## src/amp_prot_pkg.sv

```systemverilog
// Constants shared by the amplifier protection and fault monitor.
package amp_prot_pkg;
   localparam int NCH           = 4;  // Amplifier channels.
   localparam int CLK_PERIOD_NS = 25; // mclk period at 40 MHz.
   // Severe-short shutdown window, in microseconds.
   localparam int SHORT_MIN_US  = 200;
   localparam int SHORT_MAX_US  = 390;
   // Least time rounds up, longest time rounds down.
   localparam int SHORT_MIN_CYC =
      (SHORT_MIN_US * 1000 + CLK_PERIOD_NS - 1) / CLK_PERIOD_NS;
   localparam int SHORT_MAX_CYC = (SHORT_MAX_US * 1000) / CLK_PERIOD_NS;
   // Power-stage switching frequency, in kHz.
   localparam int SW_FREQ_KHZ   = 400;
   localparam int SW_PERIOD_CYC =
      1000000 / (SW_FREQ_KHZ * CLK_PERIOD_NS);
   // Time base of the offset persistence timer, in microseconds.
   localparam int DC_TICK_US    = 100;
   localparam int DC_TICK_CYC   = (DC_TICK_US * 1000) / CLK_PERIOD_NS;
   // Register offsets.
   localparam logic [7:0] REG_CH_FAULT  = 8'h00;
   localparam logic [7:0] REG_SUPPLY    = 8'h01;
   localparam logic [7:0] REG_LIVE      = 8'h02;
   localparam logic [7:0] REG_TEMP_WARN = 8'h04;
   localparam logic [7:0] REG_GAIN      = 8'h08;
   localparam logic [7:0] REG_COMMAND   = 8'h09;
   localparam logic [7:0] REG_PIN_SEL   = 8'h0A;
   localparam logic [7:0] REG_DC_CTRL   = 8'h0B;
   localparam logic [7:0] REG_PLAY      = 8'h0C;
   localparam logic [7:0] REG_DC_LEVEL  = 8'h0D;
   localparam logic [7:0] REG_DC_TIME   = 8'h0E;
   // Field positions.
   localparam int TW_LSB        = 5;  // Warning levels 1..3 at 5..7.
   localparam int CMD_CLEAR_BIT = 0;  // Fault-clear command bit.
   localparam int DC_SHUT_BIT   = 0;  // Offset shutdown enable bit.
   // Reset values.
   localparam logic [7:0] RST_GAIN     = 8'h00;
   localparam logic [3:0] RST_PLAY     = 4'h0;
   localparam logic [7:0] RST_DC_CTRL  = 8'h00;
   localparam logic [7:0] RST_DC_LEVEL = 8'h80;
   localparam logic [7:0] RST_DC_TIME  = 8'h0A;
   // Sources for the shared clip and warning pin.
   typedef enum logic [1:0] {
      PIN_CLIP, PIN_WARN, PIN_BOTH, PIN_TWEETER
   } pin_sel_e;
   localparam pin_sel_e RST_PIN_SEL = PIN_WARN;
endpackage

```

## src/chan_if.sv

```systemverilog
// Signals between the top level and one channel guard.
`timescale 1ns/1ps
interface chan_if;
   logic       avgOver;   // Average current above threshold.
   logic       peakOver;  // Peak current detector firing.
   logic [7:0] dcMag;     // Output offset magnitude.
   logic       normalOp;  // Channel playing, not floated.
   logic [7:0] dcLevel;   // Offset trip level.
   logic [7:0] dcTime;    // Offset persistence, in ticks.
   logic       dcTick;    // Persistence time base enable.
   logic       pulseCut;  // Terminate switching pulse.
   logic       shortTrip; // One-cycle severe-short event.
   logic       dcTrip;    // One-cycle offset event.
   modport guard (input avgOver, peakOver, dcMag, normalOp,
                  dcLevel, dcTime, dcTick,
                  output pulseCut, shortTrip, dcTrip);
   modport top   (output avgOver, peakOver, dcMag, normalOp,
                  dcLevel, dcTime, dcTick,
                  input pulseCut, shortTrip, dcTrip);
endinterface

```

## src/sync2.sv

```systemverilog
// Two-flop synchroniser.
`timescale 1ns/1ps
module sync2 #(
   parameter int W = 1
) (
   input  wire logic         mclk,
   input  wire logic         arst_n,
   input  wire logic [W-1:0] d,
   output logic      [W-1:0] q
);
   logic [W-1:0] meta; // First stage, read only by q.

   // Bits are unrelated levels.
   always_ff @(posedge mclk or negedge arst_n) begin
      if (!arst_n) begin
         meta <= '0;
         q    <= '0;
      end else begin
         meta <= d;
         q    <= meta;
      end
   end
endmodule

```

## src/channel_guard.sv

```systemverilog
// Per-channel current limit, short timer and offset detector.
`timescale 1ns/1ps
module channel_guard
   import amp_prot_pkg::*;
#(
   parameter int SHORT_TRIP_CYC = SHORT_MIN_CYC
) (
   input  wire logic mclk,
   input  wire logic arst_n,
   chan_if.guard     ch
);
   localparam logic [13:0] TRIP_LAST = 14'(SHORT_TRIP_CYC - 1);

   logic [13:0] shortCnt; // Cycles of continuous peak current.
   logic [7:0]  dcCnt;    // Ticks of continuous offset.

   // Trip once the peak detector has held for the whole window.
   wire logic shortDone = ch.peakOver && (shortCnt == TRIP_LAST);
   wire logic dcAbove   = ch.normalOp && (ch.dcMag >= ch.dcLevel);
   wire logic dcDone    = dcAbove && ch.dcTick &&
                          (dcCnt >= ch.dcTime);

   // A brief peak only limits.
   always_ff @(posedge mclk or negedge arst_n) begin
      if (!arst_n) begin
         shortCnt     <= 14'h0000;
         ch.shortTrip <= 1'b0;
      end else begin
         ch.shortTrip <= shortDone;
         if (!ch.peakOver || shortDone) begin
            shortCnt <= 14'h0000;
         end else begin
            shortCnt <= shortCnt + 14'h0001;
         end
      end
   end

   // Offset must persist for the programmed tick count.
   always_ff @(posedge mclk or negedge arst_n) begin
      if (!arst_n) begin
         dcCnt     <= 8'h00;
         ch.dcTrip <= 1'b0;
      end else begin
         ch.dcTrip <= dcDone;
         if (!dcAbove || dcDone) begin
            dcCnt <= 8'h00;
         end else if (ch.dcTick && dcCnt != 8'hFF) begin
            dcCnt <= dcCnt + 8'h01;
         end
      end
   end

   // Either detector ends the pulse; the channel keeps switching.
   always_ff @(posedge mclk or negedge arst_n) begin
      if (!arst_n) begin
         ch.pulseCut <= 1'b0;
      end else begin
         ch.pulseCut <= ch.avgOver || ch.peakOver;
      end
   end
endmodule

```

## src/amp_protection_fault_monitor.sv

```systemverilog
// Protection and fault monitor for a four-channel class-D amplifier.
`timescale 1ns/1ps
module amp_protection_fault_monitor
   import amp_prot_pkg::*;
#(
   parameter int SHORT_TRIP_CYC = SHORT_MIN_CYC
) (
   input  wire logic        mclk,
   input  wire logic        arst_n,
   // Register port behind the serial control interface.
   input  wire logic        regWrEn,
   input  wire logic        regRdEn,
   input  wire logic [7:0]  regAddr,
   input  wire logic [7:0]  regWrData,
   output logic      [7:0]  regRdData,
   // Analog comparator levels, asynchronous to mclk.
   input  wire logic [3:0]  avgCurrentOver,
   input  wire logic [3:0]  peakCurrentOver,
   input  wire logic [3:0]  fullDuty,
   input  wire logic [2:0]  thermalWarning,
   input  wire logic        thermalShutdown,
   input  wire logic        thermalFoldback,
   input  wire logic        supplyLowPowerStage,
   input  wire logic        supplyLowAnalog,
   input  wire logic        supplyLowChargePump,
   input  wire logic        supplyHighPowerStage,
   input  wire logic        powerOnReset,
   // Offset magnitudes from the on-chip monitor, on mclk.
   input  wire logic [31:0] dcOffsetMag,
   // Outputs to the power stage and pins.
   output logic      [3:0]  pulseCurrentLimit,
   output logic      [3:0]  outputFloat,
   output logic      [7:0]  chGain,
   output logic             faultPin_n,
   output logic             clipWarningPin_n,
   output logic             serialRelease
);
   localparam logic [11:0] TICK_LAST = 12'(DC_TICK_CYC - 1);
   localparam logic [7:0]  SW_LAST   = 8'(SW_PERIOD_CYC - 1);

   // Synchronised comparator levels.
   logic [21:0] syncOut;

   // Configuration registers.
   logic [7:0]  gainReg;   // Two gain bits per channel.
   pin_sel_e    pinSel;    // Shared pin source.
   logic [7:0]  dcCtrl;    // Offset shutdown enable.
   logic [3:0]  playReg;   // Channel play (switching) enables.
   logic [7:0]  dcLevel;   // Offset trip level.
   logic [7:0]  dcTime;    // Offset persistence in ticks.

   // Sticky status flags.
   logic [3:0]  ocFlag;    // Severe-short shutdowns.
   logic [3:0]  dcFlag;    // Offset detections.
   logic [5:0]  supFlag;   // Supply, heat and reset events.

   // Time base and tweeter low-time stretcher.
   logic [11:0] tickCnt;
   logic        dcTick;
   logic [7:0]  lowHold;

   // Per-channel results gathered from the guards.
   logic [3:0]  shortTrip;
   logic [3:0]  dcTrip;
   logic [3:0]  cutVec;
   logic [7:0]  next_gain;

   // All comparator inputs pass two flops before use.
   sync2 #(
      .W(22)
   ) u_sync (
      .mclk   (mclk),
      .arst_n (arst_n),
      .d      ({avgCurrentOver, peakCurrentOver, fullDuty,
                thermalWarning, thermalShutdown, thermalFoldback,
                supplyLowPowerStage, supplyLowAnalog,
                supplyLowChargePump, supplyHighPowerStage,
                powerOnReset}),
      .q      (syncOut)
   );

   // Named views of the synchronised vector.
   wire logic [3:0] avgS   = syncOut[21:18];
   wire logic [3:0] peakS  = syncOut[17:14];
   wire logic [3:0] dutyS  = syncOut[13:10];
   wire logic [2:0] warnS  = syncOut[9:7];
   wire logic       hotS   = syncOut[6];
   wire logic       foldS  = syncOut[5];
   wire logic       lowPS  = syncOut[4];
   wire logic       lowAS  = syncOut[3];
   wire logic       lowCS  = syncOut[2];
   wire logic       highPS = syncOut[1];
   wire logic       porS   = syncOut[0];

   // Register decode.
   wire logic wrGain  = regWrEn && (regAddr == REG_GAIN);
   wire logic wrCmd   = regWrEn && (regAddr == REG_COMMAND);
   wire logic wrPin   = regWrEn && (regAddr == REG_PIN_SEL);
   wire logic wrDc    = regWrEn && (regAddr == REG_DC_CTRL);
   wire logic wrPlay  = regWrEn && (regAddr == REG_PLAY);
   wire logic wrLevel = regWrEn && (regAddr == REG_DC_LEVEL);
   wire logic wrTime  = regWrEn && (regAddr == REG_DC_TIME);
   wire logic clearCmd = wrCmd && regWrData[CMD_CLEAR_BIT];
   wire logic dcShutEn = dcCtrl[DC_SHUT_BIT];

   // Device-wide faults float every output with no gain ramp.
   wire logic lowAny = lowPS || lowAS || lowCS;
   wire logic globalFloat =
      hotS || lowAny || highPS || porS;

   // Per-channel stops: shorts always, offsets only when enabled.
   wire logic [3:0] chanStop =
      shortTrip | (dcTrip & {4{dcShutEn}});

   // Software play value, or the current one.
   wire logic [3:0] playSw = wrPlay ? regWrData[3:0] : playReg;

   // Faults win over a same-cycle play write: safety first.
   wire logic [3:0] next_play =
      globalFloat ? 4'h0 : (playSw & ~chanStop);

   // Sticky flags: a new event wins over a clear.
   wire logic [3:0] next_oc =
      (ocFlag & ~{4{clearCmd}}) | shortTrip;
   wire logic [3:0] next_dc =
      (dcFlag & ~{4{clearCmd}}) | dcTrip;
   wire logic [5:0] supSet =
      {porS, hotS, highPS, lowCS, lowAS, lowPS};
   wire logic [5:0] next_sup =
      (supFlag & ~{6{clearCmd}}) | supSet;

   // Fault pin: recorded shorts, supply and heat faults, offsets only when shutdown is enabled, or a live device-wide one.
   wire logic faultAny =
      (|next_oc) || (dcShutEn && (|next_dc)) ||
      (|next_sup[4:0]) || globalFloat;

   // Pin sources: any channel clipping, warning level one.
   wire logic clipAny  = |dutyS;
   wire logic warnOne  = warnS[0];
   wire logic tweetAny = |avgS;
   wire logic tweetLow = tweetAny || (lowHold != 8'h00);

   // Pin source selection.
   wire logic pinAssert =
      (pinSel == PIN_CLIP)  ? clipAny :
      (pinSel == PIN_WARN)  ? warnOne :
      (pinSel == PIN_BOTH)  ? (clipAny || warnOne) :
                              tweetLow;

   // Read multiplexer; unmapped offsets read as zero.
   wire logic [7:0] rdMux =
      (regAddr == REG_CH_FAULT)  ? {dcFlag, ocFlag} :
      (regAddr == REG_SUPPLY)    ? {2'b00, supFlag} :
      (regAddr == REG_LIVE)      ? {dutyS, cutVec} :
      (regAddr == REG_TEMP_WARN) ? {warnS, 5'b00000} :
      (regAddr == REG_GAIN)      ? gainReg :
      (regAddr == REG_PIN_SEL)   ? {6'b000000, pinSel} :
      (regAddr == REG_DC_CTRL)   ? dcCtrl :
      (regAddr == REG_PLAY)      ? {4'h0, playReg} :
      (regAddr == REG_DC_LEVEL)  ? dcLevel :
      (regAddr == REG_DC_TIME)   ? dcTime :
                                   8'h00;

   // One guard per channel, plus its gain foldback.
   genvar gi;
   generate
      for (gi = 0; gi < NCH; gi++) begin : g_ch
         chan_if cif ();
         logic [1:0] gSet;

         assign cif.avgOver  = avgS[gi];
         assign cif.peakOver = peakS[gi];
         assign cif.dcMag    = dcOffsetMag[gi*8 +: 8];
         assign cif.normalOp = playReg[gi] && !globalFloat;
         assign cif.dcLevel  = dcLevel;
         assign cif.dcTime   = dcTime;
         assign cif.dcTick   = dcTick;
         assign shortTrip[gi] = cif.shortTrip;
         assign dcTrip[gi]    = cif.dcTrip;
         assign cutVec[gi]    = cif.pulseCut;

         // Foldback drops one gain step, never below the lowest.
         assign gSet = gainReg[gi*2 +: 2];
         assign next_gain[gi*2 +: 2] =
            (foldS && gSet != 2'h0) ? gSet - 2'h1 : gSet;

         channel_guard #(
            .SHORT_TRIP_CYC(SHORT_TRIP_CYC)
         ) u_guard (
            .mclk   (mclk),
            .arst_n (arst_n),
            .ch     (cif.guard)
         );
      end
   endgenerate

   // Pulse termination straight from the guard flops.
   assign pulseCurrentLimit = cutVec;

   // Offset time base: one enable pulse per tick period.
   always_ff @(posedge mclk or negedge arst_n) begin
      if (!arst_n) begin
         tickCnt <= 12'h000;
         dcTick  <= 1'b0;
      end else begin
         dcTick <= (tickCnt == TICK_LAST);
         if (tickCnt == TICK_LAST) begin
            tickCnt <= 12'h000;
         end else begin
            tickCnt <= tickCnt + 12'h001;
         end
      end
   end

   // Tweeter stretch: low lasts at least one switching period.
   always_ff @(posedge mclk or negedge arst_n) begin
      if (!arst_n) begin
         lowHold <= 8'h00;
      end else if (tweetAny) begin
         lowHold <= SW_LAST;
      end else if (lowHold != 8'h00) begin
         lowHold <= lowHold - 8'h01;
      end
   end

   // Configuration registers.
   // A power-on reset loses the settings, as the supply would.
   always_ff @(posedge mclk or negedge arst_n) begin
      if (!arst_n) begin
         gainReg <= RST_GAIN;
         pinSel  <= RST_PIN_SEL;
         dcCtrl  <= RST_DC_CTRL;
         dcLevel <= RST_DC_LEVEL;
         dcTime  <= RST_DC_TIME;
      end else if (porS) begin
         gainReg <= RST_GAIN;
         pinSel  <= RST_PIN_SEL;
         dcCtrl  <= RST_DC_CTRL;
         dcLevel <= RST_DC_LEVEL;
         dcTime  <= RST_DC_TIME;
      end else begin
         // Writes are honoured in thermal shutdown too.
         if (wrGain) begin
            gainReg <= regWrData;
         end
         if (wrPin) begin
            pinSel <= pin_sel_e'(regWrData[1:0]);
         end
         if (wrDc) begin
            dcCtrl <= regWrData;
         end
         if (wrLevel) begin
            dcLevel <= regWrData;
         end
         if (wrTime) begin
            dcTime <= regWrData;
         end
      end
   end

   // Play enables and sticky status flags.
   always_ff @(posedge mclk or negedge arst_n) begin
      if (!arst_n) begin
         playReg <= RST_PLAY;
         ocFlag  <= 4'h0;
         dcFlag  <= 4'h0;
         supFlag <= 6'h00;
      end else begin
         playReg <= next_play;
         ocFlag  <= next_oc;
         dcFlag  <= next_dc;
         supFlag <= next_sup;
      end
   end

   // Power stage controls: float follows the play enables.
   always_ff @(posedge mclk or negedge arst_n) begin
      if (!arst_n) begin
         outputFloat <= 4'hF;
         chGain      <= RST_GAIN;
      end else begin
         outputFloat <= ~next_play;
         chGain      <= next_gain;
      end
   end

   // Pins, all registered; faultPin_n and clipWarningPin_n active low, serialRelease active high.
   always_ff @(posedge mclk or negedge arst_n) begin
      if (!arst_n) begin
         faultPin_n       <= 1'b1;
         clipWarningPin_n <= 1'b1;
         serialRelease    <= 1'b0;
      end else begin
         faultPin_n       <= !faultAny;
         clipWarningPin_n <= !pinAssert;
         serialRelease    <= porS;
      end
   end

   // Read data register; it holds between reads.
   always_ff @(posedge mclk or negedge arst_n) begin
      if (!arst_n) begin
         regRdData <= 8'h00;
      end else if (regRdEn) begin
         regRdData <= rdMux;
      end
   end
endmodule

```

## config.mk

```make
export PLATFORM = sky130hd
export DESIGN_NAME = amp_protection_fault_monitor
export DESIGN_NICKNAME = d
export VERILOG_FILES = /design/src/amp_prot_pkg.sv /design/src/chan_if.sv /design/src/sync2.sv /design/src/channel_guard.sv /design/src/amp_protection_fault_monitor.sv
export SDC_FILE = /design/constraint.sdc
export NUM_CORES = 1
export LEC_CHECK = 0
export ABC_AREA = 1
export BUFFER_PORTS_ARGS = -buffer_cell sky130_fd_sc_hd__clkbuf_2
export CAP_MARGIN = 10
export CORE_MARGIN = 2
export CORE_UTILIZATION = 38
export CTS_CLUSTER_SIZE = 30
export DETAILED_ROUTE_END_ITERATION = 8
export HOLD_SLACK_MARGIN = 0.15
export SLEW_MARGIN = 15
export SYNTH_ARGS = -nofsm -noshare
export SYNTH_HDL_FRONTEND = slang
export SYNTH_HIERARCHICAL = 1
export SYNTH_SLANG_ARGS = --single-unit
```

## constraint.sdc

```tcl
create_clock -name mclk -period 5.1 [get_ports mclk]
set_input_delay 0.51 -clock mclk [delete_from_list [all_inputs] [get_ports mclk]]
set_output_delay 0.51 -clock mclk [all_outputs]
set_load 0.05 [all_outputs]
```

---- Yosys cells after proc, flatten, opt, wreduce, memory -nomap -nowiden ----
Index checks and enable logic that the tools add are counted.
cells by class
  eq/ne operators ......................... 21
  bitwise logic cells ..................... 13
  reduce and logical (&&, ||, !) cells .... 92
  muxes and demuxes ....................... 44
  $add $sub $neg .......................... 14
  order comparisons ....................... 8
operator list
  operator               number
  $mux 8                 28
  $ge 8x8->1             8
  $add 14x1->14 const B  4
  $eq 14x13->1 const B   4
  $eq 8x4->1 const B     7
  $mux 14                4
  $logic_and 1x1->1      37
  $add 8x1->8 const B    4
  $ne 8x8->1 const B     4
  $reduce_bool 2->1      14
  $logic_or 1x1->1       22
  $and 4x4->4            4
  $reduce_or 4->1        4
  $add 12x1->12 const B  1
  $eq 12x12->1 const B   1
  $mux 12                1
  $mux 2                 6
  $not 4->4              3
  $or 4x4->4             3
  $logic_not 1->1        11
  $eq 8x1->1 const B     1
  $eq 8x2->1 const B     1
  $eq 8x3->1 const B     1
  $logic_not 8->1        1
  other kinds (12)       18
storage, ports and cells
  input bits .............................. 74
  word-level logic and storage cells ...... 232
  output and inout bits ................... 27
  register bits after elaboration ......... 240

---- Logic depth before layout (Yosys ltp) ----
Gate-level depths: netlist of the first run.
  word-level depth ........................ 12
  mapped depth ............................ 13
  gate-level depth less buffers ........... 13

---- By module ----
Netlist of the first run, hierarchy kept.
modules (own cells, without submodules)
  module                        area each (um2)  instances  cells each  seq. area each (um2)
  channel_guard                 1680.4           4          219         625.6
  amp_protection_fault_monitor  4713.3           1          581         2414.8
  sync2                         1101.1           1          44          1101.1

---- Worst setup path before layout of the first run ----
OpenSTA, ideal clock, no wires.
  path type ............................... register to register
  start ................................... register dcTime[3]
  end ..................................... register g_ch[0].u_guard.dcCnt[0]
  clock period less this slack ............ 1744 ps
  arrival ................................. 1608 ps
  library setup time ...................... 136 ps
  path buffers ............................ 0
  slack ................................... 3356 ps
  stages on the path, launching flop included .. 10
  data required time ...................... 4964 ps
  cell sequence ........................... dfstp_2 -> inv_1 -> ha_1 -> nand2_1 -> inv_1 -> nand3_1 -> nor3_1 -> nor2_1 -> o21ai_1 -> nor2_1
between the ends
  word-level cells in the longest chain between the ends .. 4
  elaborated cells on any way between the ends .. 5
  classes of those cells .................. order compare: 1; mux: 1; reduce/logical: 3
ends and longest elaborated chain
  what                                         line                                 source
  start: declaration                           amp_protection_fault_monitor.sv:50   logic [7:0] dcTime;
  start signal: assignment                     amp_protection_fault_monitor.sv:256  dcTime <= regWrData;
  $ge 8x8->1 (*)                               channel_guard.sv:21                  (dcCnt >= ch.dcTime);
  $logic_and 1x1->1 (*)                        channel_guard.sv:20                  wire logic dcDone = dcAbove && ch.dcTick &&
  $logic_or 1x1->1 (*)                         channel_guard.sv:45                  if (!dcAbove || dcDone) begin
  $mux 8 or $reduce_bool 2->1 (tied branches)  --
  end signal: assignment                       channel_guard.sv:48                  dcCnt <= dcCnt + 8'h01;
  end: declaration                             channel_guard.sv:15                  logic [7:0] dcCnt;
Mark *: on every way between the ends. The rest lies on a longest branch, timed or not.
A chain may end at the register's enable or synchronous reset.

---- Worst setup path in the final report of the first run ----
  start ................................... register dcTime[3]
  end ..................................... register g_ch[2].u_guard.dcCnt[0]
between the ends
  word-level cells in the longest chain between the ends .. 4
  elaborated cells on any way between the ends .. 5
  classes of those cells .................. order compare: 1; mux: 1; reduce/logical: 3
ends and longest elaborated chain
  what                                         line
  $ge 8x8->1 (*)                               channel_guard.sv:21
  $logic_and 1x1->1 (*)                        channel_guard.sv:20
  $logic_or 1x1->1 (*)                         channel_guard.sv:45
  $mux 8 or $reduce_bool 2->1 (tied branches)  --
  end signal: assignment                       channel_guard.sv:48
  end: declaration                             channel_guard.sv:15
Marked as above.

==> impl_metrics.json, run 1 <==
{
  "hold_slack_ps": 255.3,
  "ys_warn_count": 6,
  "hp-class": "primary input to flip-flop",
  "crit_chain": "inv_1 -> ha_1 -> nand2_1 -> inv_1 -> nand3_1 -> nor3_1 -> nor2_1 -> o21ai_1 -> nor2_1",
  "wl_per_cell_um": 13.52,
  "dr.pass1.iters": 5,
  "drive_gt1_share_pct": 13.42,
  "die-width_um": 185.6,
  "outcome": "finished clean",
  "grt_start_max_net_pins": 126,
  "ys_seq_area_share_pct": 48.01,
  "crit_slowest_cell": "dfstp_2",
  "chipHeight_um": 185.6,
  "die_area_um2": 34460,
  "final_util_pct": 45.10,
  "final_common_cell": "nand2_1",
  "syn2layout_area_growth_pct": 17.06,
  "htreeDepth": 1,
  "core_um2": 32540,
  "clk_pin_slew_ps": 60,
  "max_freq_ghz": 0.4762,
  "crit_fanout": 8,
  "grt_antenna_before_repair": 1,
  "relSlewSlack_pct": 24.57,
  "power.leakage_nw": 7.065,
  "num_vias": 9939,
  "fin_skew_ps": 7.785,
  "route.detailed.drc": 0,
  "row_count": 66,
  "min_period_ps": 2100,
  "avgViaCountPerCell": 4.724,
  "worst-setup-path-type": "flip-flop to flip-flop",
  "ant_nets": 0,
  "grt_pass1_vias": 9698,
  "ys_ff_latch": 240,
  "cts_buffer_depth": 3,
  "grt-ovfl-total": 0,
  "drt_iter0_markers": 598,
  "slew_violations": 0,
  "hpwl_um": 21290,
  "routed_wl_um": 28450,
  "grt_use_total_pct": 16.95,
  "maxCapViolations": 0,
  "cts_resized": 0,
  "rsz0062_at_grt": "no",
  "cp-end-kind": "flip-flop",
  "n_fill_cell": 3256,
  "cp-start-kind": "flip-flop",
  "synth_cell_type_count": 41,
  "diodes": 0,
  "syn-num-nets": 1653,
  "clkLatencyLatePin_ps": 550,
  "pin_count": 101,
  "crit_path_max_incr_delay_ps": 580,
  "fin_nets": 1793,
  "numCtsBuffers": 27,
  "grt_pass1_wl_um": 47180,
  "irDropWorstVdd_uv": 239.2,
  "finalSetupViolations": 0,
  "syn_inst": 1501,
  "power_density_nw_per_um2": 302.1,
  "avgSynthCellArea_um2": 8.352,
  "final.setup.tns_ps": 0,
  "hold_viol_final": 0,
  "cts_tree": "built",
  "cp.arrival_ps": 2500,
  "root_buffer": "clkbuf_16",
  "total_power_mw": 4.433,
  "netlist_area_um2": 12540,
  "crit_required_ps": 5500,
  "clock-sinks": 240,
  "io_buffers": 100,
  "final_cell_mix": "321 x nand2_1, 248 x inv_1, 230 x dfrtp_1",
  "rrSetupSlack_ps": 3000,
  "gp_congestion": 0.8561,
  "worst_slew_pin_slew_ps": 1131,
  "finalCritPeriodShare_pct": 41.18,
  "initial_core_util_pct": 38.53
}
through the flow:
stage | cell area (um2) | worst slack [ps] | instances
after CTS | 14670 | 2976 | 2104
after global routing | 14670 | 2753 | 2104
after detailed placement | 13510 | 2993 | 2031
after floorplan | 12540 | 3356 | 1501
final | 14670 | 3000 | 2104
after global placement | 13510 | 2998 | 2031
where the power goes:
group / switching, mW / internal (mW) / leakage, nW / total, mW
Clock: 0.806 / 1.21 / 0.452 / 2.02
Combinational: 0.257 / 0.130 / 3.55 / 0.388
Sequential: 0.0602 / 1.97 / 3.06 / 2.03
what timing repair did:
item / 4_1_cts / 5_1_grt
endpoints found under the hold margin: 102 / 0
setup buffers: 0 / 0
hold buffers: 23 / 0
setup endpoints to repair: 0 / 0
worst max-delay path, delay by kind of cell, from the launching register on:
kind	cells	cell delay, ps
AO/OA/AOI/OAI	1	530
AND/OR/NAND/NOR	5	450
flip-flops	1	580
adder cells (fa/ha/maj)	1	290
buffers and inverters	2	110
final cells by class:
cell class	count	area (um2)	share of cell area, %
Timing Repair Buffer	127	770.7	5.252
Sequential cell	240	6018	41.01
Multi-Input combinational cell	991	5441	37.08
Inverter	254	953.4	6.497
Clock buffer	37	763.2	5.201
Tap cell	442	553.0	3.769
Clock inverter	13	173.9	1.185
cell families (layout without fill, tap and decap cells):
logic type / count (synthesis) / in the layout / synth area share [%]
buffers and inverters: 270 / 431 / 8.584
flip-flops: 240 / 240 / 48.01
adder cells (fa/ha/maj): 78 / 78 / 7.785
AO/OA/AOI/OAI: 168 / 168 / 7.625
AND/OR/NAND/NOR: 709 / 709 / 25.48
XOR/XNOR: 36 / 36 / 2.515
path summary, 6_finish.rpt:
path                                      start                      endpoint  cells after the start
worst min register to register  u_sync/meta[14]                  u_sync/q[14]                      0
worst max register to register        dcTime[3]      g_ch[2].u_guard/dcCnt[0]                      9
worst min-delay path               regWrData[1]                     dcTime[1]                      3
worst max-delay path                  dcTime[3]      g_ch[2].u_guard/dcCnt[0]                      9
max in group asynchronous                arst_n                    tickCnt[7]                      3
min in group asynchronous                arst_n  g_ch[0].u_guard/shortCnt[13]                      2
state kept, by name (all words and copies together) (netlist names), 2 cells and up:
register and flops:
dcCtrl 8, lowHold 8, u_sync/q 22, regRdData 8
u_sync/meta 22, chGain 8, g_ch.u_guard/shortCnt 56, g_ch.u_guard/ch.shortTrip 4
g_ch.u_guard/ch.dcTrip 4, g_ch.u_guard/ch.pulseCut 4, tickCnt 12, dcFlag 4
dcTime 8, playReg 4, gainReg 8, g_ch.u_guard/dcCnt 32
supFlag 6, dcLevel 8, ocFlag 4, outputFloat 4
pinSel 2
metal layers:
layer	up-vias	track usage [%]	part of all wire [%]
li1	5080	-	-
met1	4626	22.42	46
met2	188	29.15	47
met3	43	2.739	5.1
met4	2	4.000	1.9
met5	-	0	0.042
synthesized netlist by cell type:
master       n  area, um2
xnor2_1     22      192.7
clkbuf_1     4      15.01
nand3_1     60      300.3
a211oi_1     9      67.56
o21a_1       9      67.56
nand2_4      5      56.30
nand2_1    321       1205
xor2_1      14      122.6
o21ai_1      5      25.02
a21o_2       5      43.79
o211ai_1     2      15.01
or2_2        7      43.79
dfstp_2     10      262.8
or2_0        7      43.79
buf_6        6      67.56
o21ai_0     51      255.2
a31oi_1      3      18.77
o22ai_1      1      6.260
nor3_1      42      210.2
a21oi_1     70      350.3
nor2_4       4      45.04
nor4_1      11      68.82
dfrtp_1    230       5756
o21bai_1     2      15.01
ha_1        78      975.9
nand4_2      4      50.05
nor2_1     174      653.1
a21o_1       4      30.03
nand3_2      9      90.09
a21oi_2      6      52.55
inv_2        5      18.77
buf_2        2      10.01
nor3b_1      9      67.56
clkinv_1     1      3.750
nand2_2      5      31.28
buf_4        4      30.03
o2111ai_1    1      8.760
nor3_4       1      16.27
nor2_2      13      81.33
inv_1      248      930.9
nand4_1     37      231.5
No activity file was read; power rests on OpenSTA's default activity.
==> run 2, diff against run 1 <==
- clock period: 5.1 -> 2 ns (I/O delays scaled with it)
==> run 2 against run 1 <==
  * Utilization rose by 1.0 points
  * First-iteration DRC count grew 1.8%
  * Die area is the same
  * Register-to-register slack got worse by 2900 ps
  * Sequential power grew to 2.5 times the previous value
==> impl_metrics.json, run 2 (same netlist as run 1, synthesis figures left out) <==
{
  "largest_reg_flops": 56,
  "die_area_um2": 34460,
  "diodes": 0,
  "wl_met2_um": 13010,
  "largestRegisters": "g_ch.u_guard/shortCnt: 56 flops, g_ch.u_guard/dcCnt: 32 flops",
  "final_util_pct": 46.14,
  "fin_nets": 1821,
  "ant_nets": 0,
  "final_common_cell": "nand2_1",
  "cts_buffer_depth": 3,
  "initial_core_util_pct": 38.53,
  "cp-end-kind": "flip-flop",
  "relSlewSlack_pct": 35.96,
  "routed_wl_um": 28410,
  "worst-setup-path-type": "flip-flop to flip-flop",
  "worst_slew_pin_slew_ps": 960.5,
  "die-width_um": 185.6,
  "cp-start-kind": "flip-flop",
  "finalCritPeriodShare_pct": 93.41,
  "crit_fanout": 8,
  "dr.pass1.iters": 5,
  "hold_viol_final": 0,
  "row_count": 66,
  "grt_use_total_pct": 17.03,
  "grt_pass1_wl_um": 47340,
  "largest_register": "g_ch.u_guard/shortCnt",
  "wl_per_cell_um": 13.33,
  "power_density_nw_per_um2": 760.7,
  "clkLatencyLatePin_ps": 530,
  "hold_slack_ps": 162.7,
  "dpl_cell_area_um2": 13660,
  "final_cell_mix": "320 x nand2_1, 248 x inv_1, 228 x dfrtp_1",
  "crit_path_max_incr_delay_ps": 560,
  "io_buffers": 100,
  "route.detailed.drc": 0,
  "maxCapViolations": 0,
  "wirelength_met1_um": 13320,
  "rrSetupSlack_ps": 130,
  "numCtsBuffers": 27,
  "clk_pin_slew_ps": 60,
  "crit_chain": "inv_1 -> ha_1 -> a21o_1 -> nor2_1 -> nand3_2 -> nand2_2 -> inv_1 -> o21ai_1 -> buf_4 -> nor2_1",
  "chipHeight_um": 185.6,
  "pin_count": 101,
  "grt_start_max_net_pins": 54,
  "final_area_um2": 15010,
  "syn2layout_area_growth_pct": 19.76,
  "gp_congestion": 0.8706,
  "avgViaCountPerCell": 4.728,
  "clock-sinks": 240,
  "top_layer_used": "met4",
  "cts_tree": "built",
  "power.leakage_nw": 7.231,
  "outcome": "finished clean",
  "hp-class": "primary input to asynchronous set/reset pin",
  "root_buffer": "clkbuf_16",
  "grt_pass1_vias": 9696,
  "finalSetupViolations": 0,
  "drive_gt1_share_pct": 15.27,
  "irDropWorstVdd_uv": 602.5,
  "crit_required_ps": 2410,
  "grt-ovfl-total": 0,
  "num_vias": 10080,
  "max_freq_ghz": 0.5353,
  "slew_violations": 0,
  "min_period_ps": 1868,
  "crit_slowest_cell": "dfstp_2",
  "drt_iter0_markers": 609,
  "grt_antenna_before_repair": 0,
  "core_um2": 32540,
  "fin_skew_ps": 11.51,
  "htreeDepth": 1,
  "hpwl_um": 21560,
  "cp.arrival_ps": 2280,
  "dr_wl_met3_um": 1581
}
-- run 2: cell count changes in the layout (fill, tap and decap cells not counted), moves of 2 or more --
cell,delta
buf_12,+3
dfrtp_2,+2
buf_4,+15
dlygate4sd3_1,+10
nor3_2,+4
nor2_1,-8
nor3_1,-4
dfrtp_1,-2
nor2_2,+8
-- run 2: metrics by stage --
| step | setup slack [ps] | TNS, ps | instances | power, mW |
|---|---|---|---|---|
| after floorplan | 255.7 | 0 | 1501 | 5.833 |
| after global placement | 86.72 | 0 | 2047 | 6.225 |
| after detailed placement | 61.13 | 0 | 2047 | 6.249 |
| after CTS | 39.65 | 0 | 2130 | 11.58 |
| after global routing | -10.90 | -18.79 | 2132 | 11.98 |
| final | 131.9 | 0 | 2132 | 11.42 |
-- run 2: layout make-up --
type,count,area (um2)
clock buffer,38,777.0
clock inverter,12,172.7
timing repair buffer,155,1044
tap,442,553.0
sequential,240,6021
inverter,254,953.4
multi-input combinational,991,5493
fill,3164,17520
-- run 2: timing repair --
action,CTS,global route
setup buffers,0,2
endpoints found under the setup margin,0,33
hold endpoints to repair,300,0
gates resized for setup,0,16
hold buffers,33,0
-- run 2: power by group --
group / leakage [nW] / internal, mW / switching [mW]
Sequential: 3.06 / 5.03 / 0.149
Clock: 0.463 / 3.22 / 1.98
Combinational: 3.71 / 0.371 / 0.677
Total: 7.23 / 8.62 / 2.80
-- run 2: per-layer routing --
metal | vias up | global-route usage [%]
li1 | 5135 | -
met1 | 4697 | 22.71
met2 | 212 | 28.78
met3 | 37 | 3.150
met4 | 0 | 3.937
met5 | - | 0
-- run 2: path summary, 6_finish.rpt --
path	start	to	cells past startpoint
worst max register to register	dcLevel[7]	g_ch[1].u_guard/dcCnt[7]	10
min in group mclk	regAddr[3]	regRdData[6]	6
max in group asynchronous	arst_n	g_ch[2].u_guard/dcCnt[5]	3
worst max-delay path	dcLevel[7]	g_ch[1].u_guard/dcCnt[7]	10
worst min-delay path	arst_n	g_ch[0].u_guard/shortCnt[1]	2
worst min register to register	u_sync/meta[14]	u_sync/q[14]	0
-- run 2: critical path, delay by kind of cell (launching register included) --
family	cells	cell delay, ps
simple gates	4	380
fa+ha+maj	1	290
buf+inv	3	260
compound gates	2	260
flops	1	560
==> run 3, diff against run 2 <==
- BUFFER_PORTS_ARGS: -buffer_cell sky130_fd_sc_hd__clkbuf_2 -> not set
- CORE_MARGIN: 2 -> not set
- CTS_CLUSTER_SIZE: 30 -> not set
- DONT_BUFFER_PORTS: not set -> 1
==> run 3 against run 2 <==
  * The flow now finishes with violations (negative hold slack)
  * Final cell count down 4.4%
  * Sequential cell count unchanged
  * Clock power increased by 4.2%
  * Fmax shrank 2.1%
  * Count of clock-buffer cells in the layout up 1
  * First-iteration DRC count shrank 12%
  * Die area fell by 2.1%
  * Register-to-register slack about the same
  * Utilization shrank 1.4 points
  * Clock skew is 1.9 ps higher
  * Routed wire length is 0.43% lower
==> impl_metrics.json, run 3 (same netlist as run 1, synthesis figures left out) <==
{
  "outcome": "finished, violations left",
  "violations": "negative hold slack",
  "regToRegEndpoint": "g_ch[0].u_guard/dcCnt[3]",
  "fin_nets": 1726,
  "cp-end-kind": "flip-flop",
  "internal_power_mw": 8.690,
  "crit_family": "buffers and inverters",
  "maxCapViolations": 0,
  "crit_slowest_cell": "dlygate4sd3_1",
  "wl_per_cell_um": 13.87,
  "min_period_ps": 1908,
  "syn2layout_area_growth_pct": 16.22,
  "fin_skew_ps": 13.36,
  "root_buffer": "clkbuf_16",
  "chipHeight_um": 183.6,
  "final_area_um2": 14570,
  "largest_register": "g_ch.u_guard/shortCnt",
  "crit_required_ps": 2440,
  "clock-sinks": 240,
  "max_freq_ghz": 0.5241,
  "final_common_cell": "nand2_1",
  "routed_wl_um": 28290,
  "power_density_nw_per_um2": 785.0,
  "initial_core_util_pct": 38.53,
  "slew_violations": 0,
  "cp.arrival_ps": 2340,
  "irDropWorstVdd_uv": 674.5,
  "grt-ovfl-total": 0,
  "post-place-cells": 1941,
  "core_um2": 32540,
  "worst_slew_pin_slew_ps": 593.6,
  "grt_antenna_before_repair": 0,
  "numCtsBuffers": 28,
  "grt_pass1_wl_um": 46830,
  "htreeDepth": 1,
  "worst-setup-path-type": "primary input to flip-flop",
  "grt_pass1_vias": 9336,
  "hold_buffers": 41,
  "r2r-start": "dcLevel[7]",
  "place_ws_ps": 115.8,
  "total_power_mw": 11.44,
  "clkPwrFrac_pct": 47.4,
  "worst_slack_ps": 91.81,
  "gp_congestion": 0.8836,
  "dpl_cell_area_um2": 13070,
  "avgViaCountPerCell": 4.803,
  "rr_worst_depth": 10,
  "hp-class": "primary input to asynchronous set/reset pin",
  "comb_power_share_pct": 6.1,
  "clkLatencyLatePin_ps": 550,
  "grt_start_max_net_pins": 241,
  "row_count": 66,
  "route.detailed.drc": 0,
  "power.leakage_nw": 6.830,
  "crit_path_max_incr_delay_ps": 590,
  "final_cell_mix": "321 x nand2_1, 248 x inv_1, 229 x dfrtp_1",
  "hold_viol_final": 240,
  "p_switching_mw": 2.747,
  "clk_pin_slew_ps": 60,
  "hold_slack_ps": -631.3,
  "crit_buf_inv": 5,
  "seq_power_share_pct": 46.5,
  "die-width_um": 183.6,
  "rrSetupSlack_ps": 130,
  "cts_tree": "built",
  "cts_buffer_depth": 3,
  "ant_nets": 0,
  "crit_chain": "dlygate4sd3_1 -> inv_1 -> nand2_2 -> inv_1 -> nand2_1 -> clkinvlp_4 -> nand2_1 -> nand2_1 -> nand4_1 -> nand2_1 -> dlygate4sd3_1 -> nand2_1",
  "hpwl_um": 20320,
  "final_util_pct": 44.78,
  "drive_gt1_share_pct": 9.649,
  "pin_count": 101,
  "finalCritPeriodShare_pct": 95.41,
  "stdcell_count": 2039,
  "cpMostUsedCell": "nand2_1",
  "num_vias": 9794,
  "dr.pass1.iters": 5,
  "drt_iter0_markers": 533,
  "largest_reg_flops": 56,
  "io_buffers": 0,
  "path_depth": 12,
  "cp-start-kind": "primary input",
  "relSlewSlack_pct": 60.43,
  "largestRegisters": "g_ch.u_guard/shortCnt: 56 flops, g_ch.u_guard/dcCnt: 32 flops",
  "power.share.switching_pct": 24.02,
  "finalSetupViolations": 0,
  "grt_use_total_pct": 17.20,
  "die_area_um2": 33720,
  "crit_fanout": 4
}
## run 3: layer usage
| metal | up-vias | track usage, % | share of wire (%) |
|---|---|---|---|
| met4 | 0 | 5.100 | 2.6 |
| met3 | 54 | 2.773 | 5.5 |
| met2 | 216 | 28.74 | 46 |
| li1 | 4942 | - | - |
| met1 | 4582 | 22.88 | 46 |
| met5 | - | 0 | 0 |
## run 3: layout make-up
cell class | instances | area, um2
Fill cell | 3169 | 17970
Sequential cell | 240 | 6020
Multi-Input combinational cell | 991 | 5483
Inverter | 254 | 959.7
Clock buffer | 39 | 822.0
Tap cell | 442 | 553.0
Timing Repair Buffer | 59 | 548.0
Clock inverter | 13 | 181.4
Antenna cell | 1 | 2.502
## run 3: metrics by stage
step	hold slack [ps]	setup TNS [ps]
final	-631.3	0
after detailed placement	-70.80	0
after floorplan	-95.59	0
after global placement	-69.83	0
after CTS	-670.1	0
after global routing	-666.0	-28.08
## run 3: worst max path at each step
| stage | from | end | slack [ps] |
|---|---|---|---|
| CTS | regAddr[2] | regRdData[0] | 70 |
| detailed placement | dcLevel[7] | g_ch[0].u_guard/dcCnt[6] | 120 |
| global placement | dcLevel[7] | g_ch[0].u_guard/dcCnt[0] | 140 |
| global route | dcLevel[7] | g_ch[2].u_guard/dcCnt[2] | -20 |
| floorplan | dcTime[3] | g_ch[0].u_guard/dcCnt[0] | 260 |
| finish | regAddr[2] | regRdData[0] | 90 |
## run 3: power groups by stage
stage	logic, mW	clock network (mW)	registers [mW]
6_report	0.697	5.42	5.32
3_5_place_dp	0.598	0	5.41
4_1_cts	0.678	5.57	5.32
5_1_grt	0.819	5.75	5.34
3_3_place_gp	0.577	0	5.41
2_1_floorplan	0.508	0	5.32
## run 3: timing repair
action | CTS | global route
endpoints found under the setup margin | 0 | 34
gates resized for setup | 0 | 15
hold endpoints to repair | 327 | 240
setup buffers | 0 | 4
